### src/heater_alarm_pkg.sv
// Package for the heater current alarm logic: value encodings and timing.
// Assumes currents arrive as unsigned tenths of an ampere.
package heater_alarm_pkg;
  localparam int unsigned CUR_W = 16;
  typedef logic [CUR_W-1:0] current_t;
  // Threshold range limits, tenths of an ampere
  localparam current_t THRESH_MIN = 16'h0000;      // 0.0 A
  localparam current_t THRESH_MAX = 16'h01F4;      // 50.0 A
  localparam current_t OPEN_RESET = 16'h0000;      // 0.0 A
  localparam current_t OVER_RESET = 16'h01F4;      // 50.0 A
  localparam current_t SHORT_RESET = 16'h01F4;     // 50.0 A
  // Leakage reading span and overrange code
  localparam current_t LEAK_MAX = 16'h0226;        // 55.0 A
  localparam current_t LEAK_OVERRANGE = 16'hFFFF;
  // Off interval under which short detection is blind
  localparam int unsigned CLOCK_MHZ = 200;
  localparam int unsigned SHORT_BLIND_MS = 100;
  localparam int unsigned SHORT_BLIND_CYCLES = SHORT_BLIND_MS * 1000 * CLOCK_MHZ;
  localparam int unsigned OFF_CNT_W = 25;
endpackage

### src/heater_current_alarm_logic.sv
// Alarm decisions for heater channel 2 and both leakage channels.
// Assumes current samples are synchronous to i_clock, in tenths of an ampere.
//
// Summary of operation
// - Open alarm when current below threshold
// - Open threshold 0.0 off, 50.0 on
// - Open threshold 0.0 to 50.0, default 0.0
// - Overcurrent alarm when current exceeds threshold
// - Overcurrent threshold 50.0 off, 0.0 on
// - Overcurrent threshold 0.0 to 50.0, default 50.0
// - Overcurrent needs enable, alarm 1, two inputs
// - Leakage sampled while heater drive off
// - No short detection if off time <=100 ms
// - Leakage span 55.0, above shows FFFF
// - Short alarm lights lamp, blinks display while its reading is shown
// - Short alarm when leakage exceeds threshold
// - Short threshold 0.0 to 50.0, default 50.0
// - Leakage needs enable, alarm 1; ch2 two inputs
// - Short threshold 50.0 off, 0.0 on
`timescale 1ns/1ps
module heater_current_alarm_logic
  import heater_alarm_pkg::*;
#(
  parameter int unsigned BLIND_CYCLES = SHORT_BLIND_CYCLES
) (
  // Clock and reset
  input wire logic i_clock,
  input wire logic i_rst,
  // Configuration
  input wire logic i_open_enable,
  input wire logic i_over_enable,
  input wire logic i_short_enable,
  input wire logic i_alarm1_assigned,
  input wire logic i_two_ct,
  // Threshold writes
  input wire logic i_open_thresh_we,
  input wire logic [CUR_W-1:0] i_open_thresh,
  input wire logic i_over_thresh_we,
  input wire logic [CUR_W-1:0] i_over_thresh,
  input wire logic i_short_thresh_ch1_we,
  input wire logic [CUR_W-1:0] i_short_thresh_ch1,
  input wire logic i_short_thresh_ch2_we,
  input wire logic [CUR_W-1:0] i_short_thresh_ch2,
  // Measurements
  input wire logic [CUR_W-1:0] i_heater_current_ch2,
  input wire logic i_drive_on_ch1,
  input wire logic [CUR_W-1:0] i_ct_current_ch1,
  input wire logic i_drive_on_ch2,
  input wire logic [CUR_W-1:0] i_ct_current_ch2,
  // Display state
  input wire logic i_show_leak_ch1,
  input wire logic i_show_leak_ch2,
  // Alarms and readings
  output logic o_heater_open_detect,
  output logic o_overcurrent,
  output logic o_heater_short_ch1,
  output logic o_heater_short_ch2,
  output logic [CUR_W-1:0] o_leakage_reading_ch1,
  output logic [CUR_W-1:0] o_leakage_reading_ch2,
  output logic o_fault_lamp,
  output logic o_display_blink,
  // Stored thresholds
  output logic [CUR_W-1:0] o_open_thresh,
  output logic [CUR_W-1:0] o_over_thresh,
  output logic [CUR_W-1:0] o_short_thresh_ch1,
  output logic [CUR_W-1:0] o_short_thresh_ch2
);

  // Out-of-range writes are clamped rather than dropped
  function automatic current_t clamp_thresh(input current_t v);
    clamp_thresh = (v > THRESH_MAX) ? THRESH_MAX : v;
  endfunction

  // Leakage value shown, overrange replaced by code
  function automatic current_t leak_show(input current_t v);
    leak_show = (v > LEAK_MAX) ? LEAK_OVERRANGE : v;
  endfunction

  // Short compare with forced ends of the range
  function automatic logic short_cmp(input current_t leak, input current_t th);
    if (th == THRESH_MAX) begin
      short_cmp = 1'b0;
    end else if (th == THRESH_MIN) begin
      short_cmp = 1'b1;
    end else begin
      short_cmp = leak > th;
    end
  endfunction

  ////////////////////////////////////////////////////////////////////////////
  // Threshold storage
  current_t open_q, open_d, over_q, over_d, sth1_q, sth1_d, sth2_q, sth2_d;

  always_comb begin
    open_d = i_open_thresh_we ? clamp_thresh(i_open_thresh) : open_q;
    over_d = i_over_thresh_we ? clamp_thresh(i_over_thresh) : over_q;
    sth1_d = i_short_thresh_ch1_we ? clamp_thresh(i_short_thresh_ch1) : sth1_q;
    sth2_d = i_short_thresh_ch2_we ? clamp_thresh(i_short_thresh_ch2) : sth2_q;
  end

  always_ff @(posedge i_clock) begin
    if (i_rst) begin
      open_q <= OPEN_RESET;
      over_q <= OVER_RESET;
      sth1_q <= SHORT_RESET;
      sth2_q <= SHORT_RESET;
    end else begin
      open_q <= open_d;
      over_q <= over_d;
      sth1_q <= sth1_d;
      sth2_q <= sth2_d;
    end
  end

  assign o_open_thresh = open_q;
  assign o_over_thresh = over_q;
  assign o_short_thresh_ch1 = sth1_q;
  assign o_short_thresh_ch2 = sth2_q;

  ////////////////////////////////////////////////////////////////////////////
  // Leakage sampling and off-time measurement, one slice per channel
  logic short_act1, short_act2;
  current_t leak1_q, leak1_d, leak2_q, leak2_d;
  logic [OFF_CNT_W-1:0] off1_q, off1_d, off2_q, off2_d;
  logic long1_q, long1_d, long2_q, long2_d;

  // Channel 2 leakage also needs the second current input
  assign short_act1 = i_short_enable && i_alarm1_assigned;
  assign short_act2 = short_act1 && i_two_ct;

  // Reading only follows the input while the drive is off; the counter
  // saturates so a long off period never wraps back into the blind zone
  always_comb begin
    leak1_d = (!i_drive_on_ch1 && short_act1) ? leak_show(i_ct_current_ch1) : leak1_q;
    leak2_d = (!i_drive_on_ch2 && short_act2) ? leak_show(i_ct_current_ch2) : leak2_q;
    off1_d = i_drive_on_ch1 ? '0 : ((off1_q == '1) ? off1_q : off1_q + 1'b1);
    off2_d = i_drive_on_ch2 ? '0 : ((off2_q == '1) ? off2_q : off2_q + 1'b1);
    long1_d = !i_drive_on_ch1 && (32'(off1_q) >= BLIND_CYCLES);
    long2_d = !i_drive_on_ch2 && (32'(off2_q) >= BLIND_CYCLES);
  end

  always_ff @(posedge i_clock) begin
    if (i_rst) begin
      leak1_q <= '0;
      leak2_q <= '0;
      off1_q <= '0;
      off2_q <= '0;
      long1_q <= 1'b0;
      long2_q <= 1'b0;
    end else begin
      leak1_q <= leak1_d;
      leak2_q <= leak2_d;
      off1_q <= off1_d;
      off2_q <= off2_d;
      long1_q <= long1_d;
      long2_q <= long2_d;
    end
  end

  assign o_leakage_reading_ch1 = leak1_q;
  assign o_leakage_reading_ch2 = leak2_q;

  ////////////////////////////////////////////////////////////////////////////
  // Alarm decisions, registered
  logic open_al_q, open_al_d, over_al_q, over_al_d;
  logic sh1_q, sh1_d, sh2_q, sh2_d;
  logic over_act;

  assign over_act = i_over_enable && i_alarm1_assigned && i_two_ct;

  // Short alarm holds its state across blind periods instead of clearing
  always_comb begin
    if (!i_open_enable || open_q == THRESH_MIN) begin
      open_al_d = 1'b0;
    end else if (open_q == THRESH_MAX) begin
      open_al_d = 1'b1;
    end else begin
      open_al_d = i_heater_current_ch2 < open_q;
    end
    if (!over_act || over_q == THRESH_MAX) begin
      over_al_d = 1'b0;
    end else if (over_q == THRESH_MIN) begin
      over_al_d = 1'b1;
    end else begin
      over_al_d = i_heater_current_ch2 > over_q;
    end
    sh1_d = !short_act1 ? 1'b0 : (long1_q ? short_cmp(leak1_q, sth1_q) : sh1_q);
    sh2_d = !short_act2 ? 1'b0 : (long2_q ? short_cmp(leak2_q, sth2_q) : sh2_q);
  end

  always_ff @(posedge i_clock) begin
    if (i_rst) begin
      open_al_q <= 1'b0;
      over_al_q <= 1'b0;
      sh1_q <= 1'b0;
      sh2_q <= 1'b0;
    end else begin
      open_al_q <= open_al_d;
      over_al_q <= over_al_d;
      sh1_q <= sh1_d;
      sh2_q <= sh2_d;
    end
  end

  assign o_heater_open_detect = open_al_q;
  assign o_overcurrent = over_al_q;
  assign o_heater_short_ch1 = sh1_q;
  assign o_heater_short_ch2 = sh2_q;
  // Lamp for any short; blink while the alarmed reading is shown
  assign o_fault_lamp = sh1_q || sh2_q;
  assign o_display_blink = (sh1_q && i_show_leak_ch1) || (sh2_q && i_show_leak_ch2);

  ////////////////////////////////////////////////////////////////////////////
  // Checks
  property p_open_cmp;
    @(posedge i_clock) disable iff (i_rst)
      (i_open_enable && open_q != THRESH_MIN && open_q != THRESH_MAX && i_heater_current_ch2 < open_q)
      |=> o_heater_open_detect;
  endproperty
  a_open_cmp: assert property (p_open_cmp) else $error("open alarm missed");

  property p_open_force;
    @(posedge i_clock) disable iff (i_rst)
      (open_q == THRESH_MIN) |=> !o_heater_open_detect;
  endproperty
  a_open_force: assert property (p_open_force) else $error("open alarm not forced off");

  property p_open_range;
    @(posedge i_clock) disable iff (i_rst) open_q <= THRESH_MAX;
  endproperty
  a_open_range: assert property (p_open_range) else $error("open threshold out of range");

  property p_over_cmp;
    @(posedge i_clock) disable iff (i_rst)
      (over_act && over_q != THRESH_MAX && i_heater_current_ch2 > over_q) |=> o_overcurrent;
  endproperty
  a_over_cmp: assert property (p_over_cmp) else $error("overcurrent missed");

  property p_over_gate;
    @(posedge i_clock) disable iff (i_rst) (!over_act || over_q == THRESH_MAX) |=> !o_overcurrent;
  endproperty
  a_over_gate: assert property (p_over_gate) else $error("overcurrent not gated");

  property p_over_range;
    @(posedge i_clock) disable iff (i_rst) over_q <= THRESH_MAX;
  endproperty
  a_over_range: assert property (p_over_range) else $error("overcurrent threshold out of range");

  property p_leak_over;
    @(posedge i_clock) disable iff (i_rst)
      (!i_drive_on_ch1 && short_act1 && i_ct_current_ch1 > LEAK_MAX) |=> o_leakage_reading_ch1 == LEAK_OVERRANGE;
  endproperty
  a_leak_over: assert property (p_leak_over) else $error("overrange code missing");

  property p_leak_hold;
    @(posedge i_clock) disable iff (i_rst) i_drive_on_ch1 |=> $stable(o_leakage_reading_ch1);
  endproperty
  a_leak_hold: assert property (p_leak_hold) else $error("leakage sampled while driving");

  property p_short_blind;
    @(posedge i_clock) disable iff (i_rst)
      (short_act1 && !long1_q) |=> (o_heater_short_ch1 == $past(o_heater_short_ch1));
  endproperty
  a_short_blind: assert property (p_short_blind) else $error("short detected in blind window");

  property p_lamp;
    @(posedge i_clock) disable iff (i_rst) (o_heater_short_ch1 && i_show_leak_ch1) |-> (o_fault_lamp && o_display_blink);
  endproperty
  a_lamp: assert property (p_lamp) else $error("fault lamp dark");

  property p_short_gate;
    @(posedge i_clock) disable iff (i_rst) (!short_act1 || sth1_q == THRESH_MAX) |=> !o_heater_short_ch1;
  endproperty
  a_short_gate: assert property (p_short_gate) else $error("short alarm not gated");

endmodule

### config.mk
export PLATFORM = sky130hd
export DESIGN_NAME = heater_current_alarm_logic
export DESIGN_NICKNAME = d
export VERILOG_FILES = /design/src/heater_alarm_pkg.sv /design/src/heater_current_alarm_logic.sv
export SDC_FILE = /design/constraint.sdc
export NUM_CORES = 1
export LEC_CHECK = 0
export ABC_AREA = 1
export BUFFER_PORTS_ARGS = -buffer_cell sky130_fd_sc_hd__buf_2
export CAP_MARGIN = 20
export CORE_MARGIN = 3
export CORE_UTILIZATION = 48
export CTS_CLUSTER_SIZE = 30
export DETAILED_ROUTE_END_ITERATION = 10
export PLACE_DENSITY = 0.77
export SLEW_MARGIN = 30
export SYNTH_ARGS = -nofsm -noshare
export SYNTH_HDL_FRONTEND = slang
export SYNTH_SLANG_ARGS = --single-unit
### constraint.sdc
create_clock -name i_clock -period 1.6 [get_ports i_clock]
set_input_delay 0.08 -clock i_clock [delete_from_list [all_inputs] [get_ports i_clock]]
set_output_delay 0.08 -clock i_clock [all_outputs]
set_load 0.01 [all_outputs]
==> results.json, run 1 <==
{
  "critPathCaptureType": "register",
  "yosys.area.top_type_share_pct": 35.5,
  "coreArea_um2": 17400,
  "synth_cells": 1193,
  "drcViolationCount": 0,
  "final-setup-viol-count": 0,
  "rows": 48,
  "fin_crit_ps": 1560,
  "gr-total-overflow": 0,
  "p_leak_nw": 5.65,
  "final_core_util_pct": 67.7,
  "dr_total_vias": 9515,
  "nets": 1723,
  "ir_worst_vdd_v": 0.000717,
  "fin_skew_ps": 8.55,
  "regArea_um2": 3070,
  "crit_arrival_ps": 1920,
  "max_cap_violations": 0,
  "critical_path_required_ps": 1960,
  "synth_area_per_cell_um2": 7.18,
  "slew_headroom_pct": 58.8,
  "via_per_inst": 5.38,
  "startpoint_type": "register",
  "whs_ps": 26.9,
  "synth_common_cells": "inv_1, nand2_1, dfxtp_1",
  "dp.cells": 1676,
  "synth_edf_count": 0,
  "rsz0062_at_grt": "true",
  "hold_violations": 0,
  "async_flop_share_pct": 0,
  "ys_warn_count": 0,
  "drt_pre_antenna_iters": 6,
  "fp.dieH_um": 140,
  "multi_input_area_um2": 4810,
  "outcome": "complete, no violations",
  "power_w": 0.00942,
  "clkLatencyLatePin_ps": 430,
  "crit_type": "reg2reg",
  "hold_path_class": "in2reg",
  "syn_to_final_growth_pct": 37.1,
  "drt_wl_total_mm": 28.2,
  "synth.most_common_cell": "inv_1",
  "yosys-top-cells-area": "dfxtp_1, ha_1, inv_1, nand2_1, o21ai_0",
  "ant_nets": 0,
  "syn_nets": 1387,
  "synth_ff_type": "dfxtp_1",
  "grt_max_degree": 40,
  "synth.cell_area_um2": 8570,
  "ios": 229,
  "fin_cells": 1767,
  "synth.largest_area_cell": "dfxtp_1",
  "die-area_um2": 19500,
  "dp_hpwl_mm": 20.5,
  "cts_root_buf": "clkbuf_16",
  "n_fill_cell": 1430,
  "yosysSeqAreaShare_pct": 35.5,
  "cts_tree": "built",
  "final-max-slew-violation-count": 0,
  "grtUsageTotal_pct": 27.7,
  "path_clk_slew_ps": 60,
  "tightest_slew_ps": 612,
  "htreeDepth": 4,
  "dieWidth_um": 140,
  "cp_max_fo": 3,
  "cts_made_buffers": 17,
  "clk_path_buf_depth": 2,
  "grt_antenna_before_repair": 1,
  "max_clock_freq_mhz": 641,
  "period_share_pct": 97.5,
  "portBuffers": 228,
  "gp_congestion": 0.975,
  "grt_pass1_wl_mm": 44.4,
  "drtIter0Drc": 630,
  "antenna_cells": 0,
  "synth_seq_cells": 152,
  "ys_types": 44,
  "grt_pass1_vias": 9054,
  "start_util_pct": 49.4,
  "layout-drive-gt1-share_pct": 27.7,
  "clock_sinks": 152,
  "wl_per_cell_um": 15.9,
  "power_density_nw_per_um2": 802
}
## placed cells by master, fill, tap and decap left out, types with 5 or more instances in the layout
cell type	count
nor3_1	47
a31oi_1	14
nand2_2	12
nand3_1	56
dlygate4sd3_1	57
nor4_2	5
nor2_1	86
inv_1	191
dfxtp_2	24
buf_4	58
buf_2	228
nand4_1	27
nor4_1	24
nand2_1	186
xor2_1	15
clkbuf_16	17
inv_2	6
ha_1	64
o21a_1	5
or2_2	5
a21oi_2	13
dfxtp_1	128
o211ai_1	20
o21ai_0	98
a21oi_1	65
nor2_2	10
xnor2_1	9
nor3_2	11
nand3_2	5
## routing by layer
metal,track usage (%),wire length (um),up-vias,share of wire (%)
met5,0,13,-,0.046
met4,9.84,906,2,3.2
met3,5.84,1960,79,6.9
met2,48.6,13900,397,49
met1,33.6,11400,4378,40
li1,-,-,4659,-
## kinds of logic (layout without fill, tap and decap cells)
logic type	Yosys count	after routing	synth area share, %
and+or+nand+nor	492	492	26.7
buffers and inverters	230	579	10.5
DFF	152	152	35.5
xor gates and xnor gates	24	24	2.45
adders and majority gates	67	67	9.78
AOI/OAI and AO/OA	228	228	15.0
## state kept, by name (all words and copies together), names as in the netlist
signal and count:
o_overcurrent 1, o_over_thresh 16, off2_q 25, o_leakage_reading_ch1 16, o_open_thresh 16, o_heater_short_ch2 1
o_heater_open_detect 1, long2_q 1, o_heater_short_ch1 1, long1_q 1, o_short_thresh_ch2 16, o_short_thresh_ch1 16
off1_q 25, o_leakage_reading_ch2 16
## worst max-delay path: stages (launching register included)
cell     delay (ps)
dfxtp_1         320
inv_1            70
ha_1            320
nand4_1         140
nor3_2          220
nand2_1         100
nand2_1          60
nand2_1          40
nand2_1          50
nand2_1          60
a21oi_1         110
## report_power, final
part / switching, W / total, W / leakage, nW / internal (W)
registers: 0.0000770 / 0.00395 / 1.24 / 0.00388
clock network: 0.00167 / 0.00430 / 0.299 / 0.00263
logic: 0.000649 / 0.00116 / 4.11 / 0.000516
## area by class of cell
class | instances | share of cell area (%)
flip-flops and latches | 152 | 26.1
multi-input cells | 811 | 40.9
clock inverters | 13 | 1.64
repair buffers | 346 | 18.7
clock buffers | 19 | 3.68
well taps | 225 | 2.40
inverters | 201 | 6.53
## metrics by stage
stage / setup TNS, ps / setup WS, ps / instance area, um^2
after floorplan: 0 / 11.7 / 8570
after global placement: 0 / 55.5 / 10300
after detailed placement: 0 / 43.2 / 10300
after CTS: 0 / 24.5 / 11500
after global routing: -333 / -122 / 11800
final: 0 / 39.3 / 11800
## path summary, 6_finish.rpt
kind                            slack (ps)                        end                    from  depth (start not counted)
worst max-delay path                    40         o_heater_short_ch2  o_short_thresh_ch2[11]                         10
worst min-delay path                    30  o_leakage_reading_ch2[14]                   i_rst                          2
worst max register to register          40         o_heater_short_ch2  o_short_thresh_ch2[11]                         10
worst min register to register         430         o_heater_short_ch1                 long1_q                          1
## timing repair
| action | 4_1_cts | 5_1_grt |
|---|---|---|
| buffers inserted | 0 | 2 |
| setup endpoints to repair | 0 | 44 |
| hold endpoints to repair | 57 | 0 |
| hold buffers | 57 | 0 |
| gates resized for setup | 0 | 73 |
(Power assumes the default switching activity.)
==> run 2: changes to the inputs <==
--- a/config.mk
+++ b/config.mk
@@ -9,10 +9,10 @@
 export BUFFER_PORTS_ARGS = -buffer_cell sky130_fd_sc_hd__buf_2
 export CAP_MARGIN = 20
 export CORE_MARGIN = 3
-export CORE_UTILIZATION = 48
+export CORE_UTILIZATION = 42
 export CTS_CLUSTER_SIZE = 30
 export DETAILED_ROUTE_END_ITERATION = 10
-export PLACE_DENSITY = 0.77
+export PLACE_DENSITY = 0.69
 export SLEW_MARGIN = 30
 export SYNTH_ARGS = -nofsm -noshare
 export SYNTH_HDL_FRONTEND = slang
==> run 2 against run 1 <==
Via count down 2.0%. Core utilization down 7.9 points. Setup slack better by 27 ps. Die area up 14%. Sequential cell count unchanged. Maximum frequency up 1.8%. Critical path type unchanged.
==> results.json, run 2 (synthesized netlist as in run 1, its figures left out) <==
{
  "outcome": "complete, no violations",
  "routed.top_layer": "met4",
  "critical_path_required_ps": 1910,
  "portBuffers": 228,
  "via_per_inst": 5.15,
  "setup_ws_ps": 66.2,
  "crit_type": "reg2reg",
  "tightest_slew_ps": 563,
  "cts_tree": "built",
  "drcViolationCount": 0,
  "cpPeakStageDelay_ps": 410,
  "crit_arrival_ps": 1850,
  "dr_total_vias": 9329,
  "syn_to_final_growth_pct": 38.2,
  "final-setup-viol-count": 0,
  "grt_antenna_before_repair": 0,
  "rows": 51,
  "cts_root_buf": "clkbuf_16",
  "clock_sinks": 152,
  "wl_met1_mm": 12.0,
  "grtUsageTotal_pct": 23.6,
  "power_frac_clock_pct": 43.2,
  "hold_path_class": "in2reg",
  "critPathCaptureType": "register",
  "wl_met2_mm": 13.1,
  "cts_made_buffers": 17,
  "placed_cell_area_um2": 10400,
  "grt_pass1_vias": 8589,
  "fin_crit_ps": 1530,
  "clkLatencyLatePin_ps": 420,
  "slowest_stage": "dfxtp_1",
  "ant_nets": 0,
  "path_clk_slew_ps": 60,
  "max_clock_freq_mhz": 652,
  "ios": 229,
  "p_comb_share_pct": 12.9,
  "final-max-slew-violation-count": 0,
  "intPower_w": 0.00663,
  "layout_common_cells": "buf_2, nand2_1, inv_1",
  "drtIter0Drc": 536,
  "die-area_um2": 22200,
  "slew_headroom_pct": 62.2,
  "start_util_pct": 43.3,
  "wl_per_cell_um": 15.1,
  "gp_congestion": 0.951,
  "layout-drive-gt1-share_pct": 28.5,
  "dieWidth_um": 149,
  "dpl_worst_slack_ps": 10.4,
  "antenna_cells": 0,
  "gr-total-overflow": 0,
  "reg_top3": "off1_q: 25 flops, off2_q: 25 flops",
  "cp_num_buf_inv": 2,
  "clk_path_buf_depth": 2,
  "pwr-share-seq_pct": 43.8,
  "p_leak_nw": 5.61,
  "startpoint_type": "register",
  "ir_worst_vdd_v": 0.000660,
  "drt_wl_total_mm": 27.4,
  "fp.dieH_um": 149,
  "cp_common_cell": "inv_1",
  "power_w": 0.00904,
  "p_sw_w": 0.00241,
  "p_sw_share_pct": 26.6,
  "period_share_pct": 95.9,
  "fin_skew_ps": 11.3,
  "cp_cell_sequence": "inv_1, nor3_1, nor3b_1, nand2_1, xnor2_1, o21ai_0, inv_1",
  "coreArea_um2": 19800,
  "max_cap_violations": 0,
  "final_cell_area_um2": 11800,
  "rsz0062_at_grt": "true",
  "power_density_nw_per_um2": 763,
  "layout_commonest_cell": "buf_2",
  "wl_met3_mm": 1.71,
  "nets": 1726,
  "dp_hpwl_mm": 20.4,
  "grt_pass1_wl_mm": 42.5,
  "critPathTopFamily": "simple AND/OR/NAND/NOR gates",
  "hold_violations": 0,
  "cp_max_fo": 5,
  "drt_pre_antenna_iters": 6,
  "grt_max_degree": 40,
  "htreeDepth": 4
}
## run 2: changes by cell type in the layout (fill, tap and decap cells not counted), moves of 3 or more
| cell | previous run | this run |
|---|---|---|
| ha_4 | 2 | 11 |
| inv_1 | 191 | 184 |
| nor3_2 | 11 | 7 |
| inv_2 | 6 | 13 |
| ha_1 | 64 | 55 |
| bufinv_16 | 4 | 1 |
| nor3_1 | 47 | 51 |
## run 2: final timing paths
kind / start / end / slack, ps / depth (start not counted)
min reg2reg: long1_q / o_heater_short_ch1 / 450 / 1
max: off1_q[19] / off1_q[21] / 70 / 7
max reg2reg: off1_q[19] / off1_q[21] / 70 / 7
min: i_ct_current_ch1[10] / o_leakage_reading_ch1[12] / 20 / 5
## run 2: routing by layer
| layer | vias up | track usage [%] |
|---|---|---|
| met5 | - | 0 |
| met4 | 0 | 6.86 |
| met3 | 51 | 4.53 |
| met2 | 346 | 40.6 |
| met1 | 4261 | 30.2 |
| li1 | 4671 | - |
## run 2: per-stage QoR
step           hold WS, ps  TNS, ps  std cells  util (%)
6_report              18.0        0       1810      59.9
5_1_grt               46.5     -201       1810      59.9
4_1_cts               9.93        0       1806      58.3
3_5_place_dp           324        0       1715      52.4
3_3_place_gp           318        0       1715      52.4
2_1_floorplan          188        0       1193         -
## run 2: tightest hold or removal path, stage by stage
cell     delay (ps)
buf_2            80
nor3_1           40
nand2_1          50
nor3_1           60
nor2_1           70
## run 2: power groups by stage
stage                     clock network [W]  logic, W  registers (W)
after global placement                    0  0.000970        0.00403
after floorplan                           0  0.000487        0.00406
after CTS                           0.00399   0.00111        0.00395
after global routing                0.00416   0.00130        0.00397
after detailed placement                  0  0.000989        0.00403
final                               0.00391   0.00117        0.00396
## run 2: final cells by class
| cell class | instances | area [um^2] |
|---|---|---|
| sequential | 152 | 3070 |
| multi-input combinational | 811 | 4880 |
| clock inverter | 14 | 136 |
| clock buffer | 18 | 439 |
| tap | 265 | 332 |
| timing repair buffer | 349 | 2220 |
| fill | 1754 | 7940 |
| inverter | 201 | 757 |
## run 2: timing repair
action / CTS / global route
resized for setup: 0 / 76
hold endpoints to repair: 57 / 0
setup buffers: 0 / 4
hold buffers: 59 / 0
endpoints found under the setup margin: 0 / 45
==> run 3: changes to the inputs <==
--- a/config.mk
+++ b/config.mk
@@ -6,13 +6,13 @@
 export NUM_CORES = 1
 export LEC_CHECK = 0
 export ABC_AREA = 1
-export BUFFER_PORTS_ARGS = -buffer_cell sky130_fd_sc_hd__buf_2
 export CAP_MARGIN = 20
 export CORE_MARGIN = 3
-export CORE_UTILIZATION = 42
+export CORE_UTILIZATION = 55
 export CTS_CLUSTER_SIZE = 30
 export DETAILED_ROUTE_END_ITERATION = 10
-export PLACE_DENSITY = 0.69
+export DONT_BUFFER_PORTS = 1
+export PLACE_DENSITY = 0.73
 export SLEW_MARGIN = 30
 export SYNTH_ARGS = -nofsm -noshare
 export SYNTH_HDL_FRONTEND = slang
==> run 3 against run 2 <==
First-iteration DRC count up 34%. Non-clock buffer count down 154. Power up 0.54%. Setup slack worse by 53 ps. Hold slack better by 3.6 ps. Critical path depth up 3. Sequential cell count unchanged. Wire length up 3.9%. Cell area down 4.4%.
==> results.json, run 3 (synthesized netlist as in run 1, its figures left out) <==
{
  "cts_root_buf": "clkbuf_16",
  "multi_input_area_um2": 4950,
  "outcome": "complete, no violations",
  "slew_headroom_pct": 43.6,
  "grt_pass1_vias": 8486,
  "startpoint_type": "register",
  "placed_cell_area_um2": 9520,
  "p_leak_nw": 5.03,
  "cts_tree": "built",
  "n_fill_cell": 1008,
  "fin_crit_ps": 1590,
  "max_clock_freq_mhz": 630,
  "nets": 1573,
  "rows": 44,
  "power_density_nw_per_um2": 803,
  "power_w": 0.00909,
  "hold_violations": 0,
  "path_clk_slew_ps": 60,
  "final-max-slew-violation-count": 0,
  "drt_wl_total_mm": 28.5,
  "fp.dieH_um": 131,
  "fin_cells": 1576,
  "clk_path_buf_depth": 2,
  "ant_nets": 0,
  "max_cap_violations": 0,
  "critPathCaptureType": "register",
  "dp_hpwl_mm": 19.2,
  "grt_max_degree": 54,
  "critical_path_required_ps": 1910,
  "hold_path_class": "in2reg",
  "crit_arrival_ps": 1900,
  "antenna_cells": 0,
  "gp_congestion": 0.955,
  "htreeDepth": 4,
  "cts_made_buffers": 17,
  "reg_top3": "off1_q: 25 flops, off2_q: 25 flops",
  "layout_common_cells": "inv_1, nand2_1, dfxtp_1",
  "layout-drive-gt1-share_pct": 20.0,
  "via_per_inst": 5.80,
  "setup_ws_ps": 13.2,
  "drt_pre_antenna_iters": 6,
  "final_core_util_pct": 76.1,
  "rsz0062_at_grt": "true",
  "coreArea_um2": 14900,
  "crit_type": "reg2reg",
  "fin_skew_ps": 5.69,
  "portBuffers": 0,
  "syn_to_final_growth_pct": 32.0,
  "grtUsageTotal_pct": 30.6,
  "grt_antenna_before_repair": 1,
  "wl_per_cell_um": 18.1,
  "gr-total-overflow": 0,
  "dpl_worst_slack_ps": 32.2,
  "clock_sinks": 152,
  "drcViolationCount": 0,
  "dieWidth_um": 131,
  "start_util_pct": 57.6,
  "die-area_um2": 17100,
  "final-setup-viol-count": 0,
  "final_cell_area_um2": 11300,
  "period_share_pct": 99.2,
  "grt_pass1_wl_mm": 41.4,
  "ios": 229,
  "cp_max_fo": 3,
  "tightest_slew_ps": 844,
  "ir_worst_vdd_v": 0.000733,
  "clkLatencyLatePin_ps": 430,
  "drtIter0Drc": 717,
  "dp.cells": 1460,
  "dr_total_vias": 9145,
  "regArea_um2": 3080
}
[run 3: worst max-delay path, cell delays in order, from the launching register on]
cell and delay [ps]:
dfxtp_2 340, inv_1 70, ha_1 290, nand2_1 150, o21ai_0 120, a21oi_1 190
nand2_1 80, nand2_1 70, nand2_1 60, nand2_1 60, a21oi_1 50
[run 3: path summary, 6_finish.rpt]
check	to	depth (start not counted)	start	slack, ps
hold reg to reg	o_heater_short_ch1	1	long1_q	420
setup / recovery	o_heater_short_ch1	10	o_short_thresh_ch1[14]	10
hold / removal	o_leakage_reading_ch2[15]	4	i_ct_current_ch2[11]	20
setup reg to reg	o_heater_short_ch1	10	o_short_thresh_ch1[14]	10
[run 3: power breakdown]
group | total, W | leakage [nW] | internal [W] | switching, W
Sequential | 0.00395 | 1.25 | 0.00388 | 0.0000775
Combinational | 0.00107 | 3.50 | 0.000479 | 0.000595
Clock | 0.00406 | 0.282 | 0.00249 | 0.00157
[run 3: layer usage]
metal	global-route usage (%)	vias to the layer above	routed length [um]	part of all wire (%)
met5	0	-	7	0.025
met4	14.6	2	1380	4.9
met3	9.23	123	2590	9.1
met2	53.9	457	13900	49
met1	33.6	4219	10600	37
li1	-	4344	-	-
[run 3: final cells by class]
class	instances	share of cell area, %
clock buffers	24	4.08
clock inverters	8	1.07
inverters	201	6.75
multi-input cells	811	43.7
flip-flops and latches	152	27.2
well taps	184	2.03
repair buffers	195	15.1
repair inverters	1	0.0553
[run 3: repair_timing]
action                                  in CTS  in global routing
pin swaps                                    0                 15
cloned                                       0                  1
hold endpoints to repair                   100                  0
setup buffers                                0                  5
gates resized for setup                      1                 99
hold buffers                                78                  0
endpoints found under the setup margin       1                 44
[run 3: stage by stage]
step                setup TNS (ps)  hold slack [ps]
floorplan                        0              188
global placement                 0              155
detailed placement               0              155
CTS                              0             4.84
global route                  -433             19.3
finish                           0             21.6
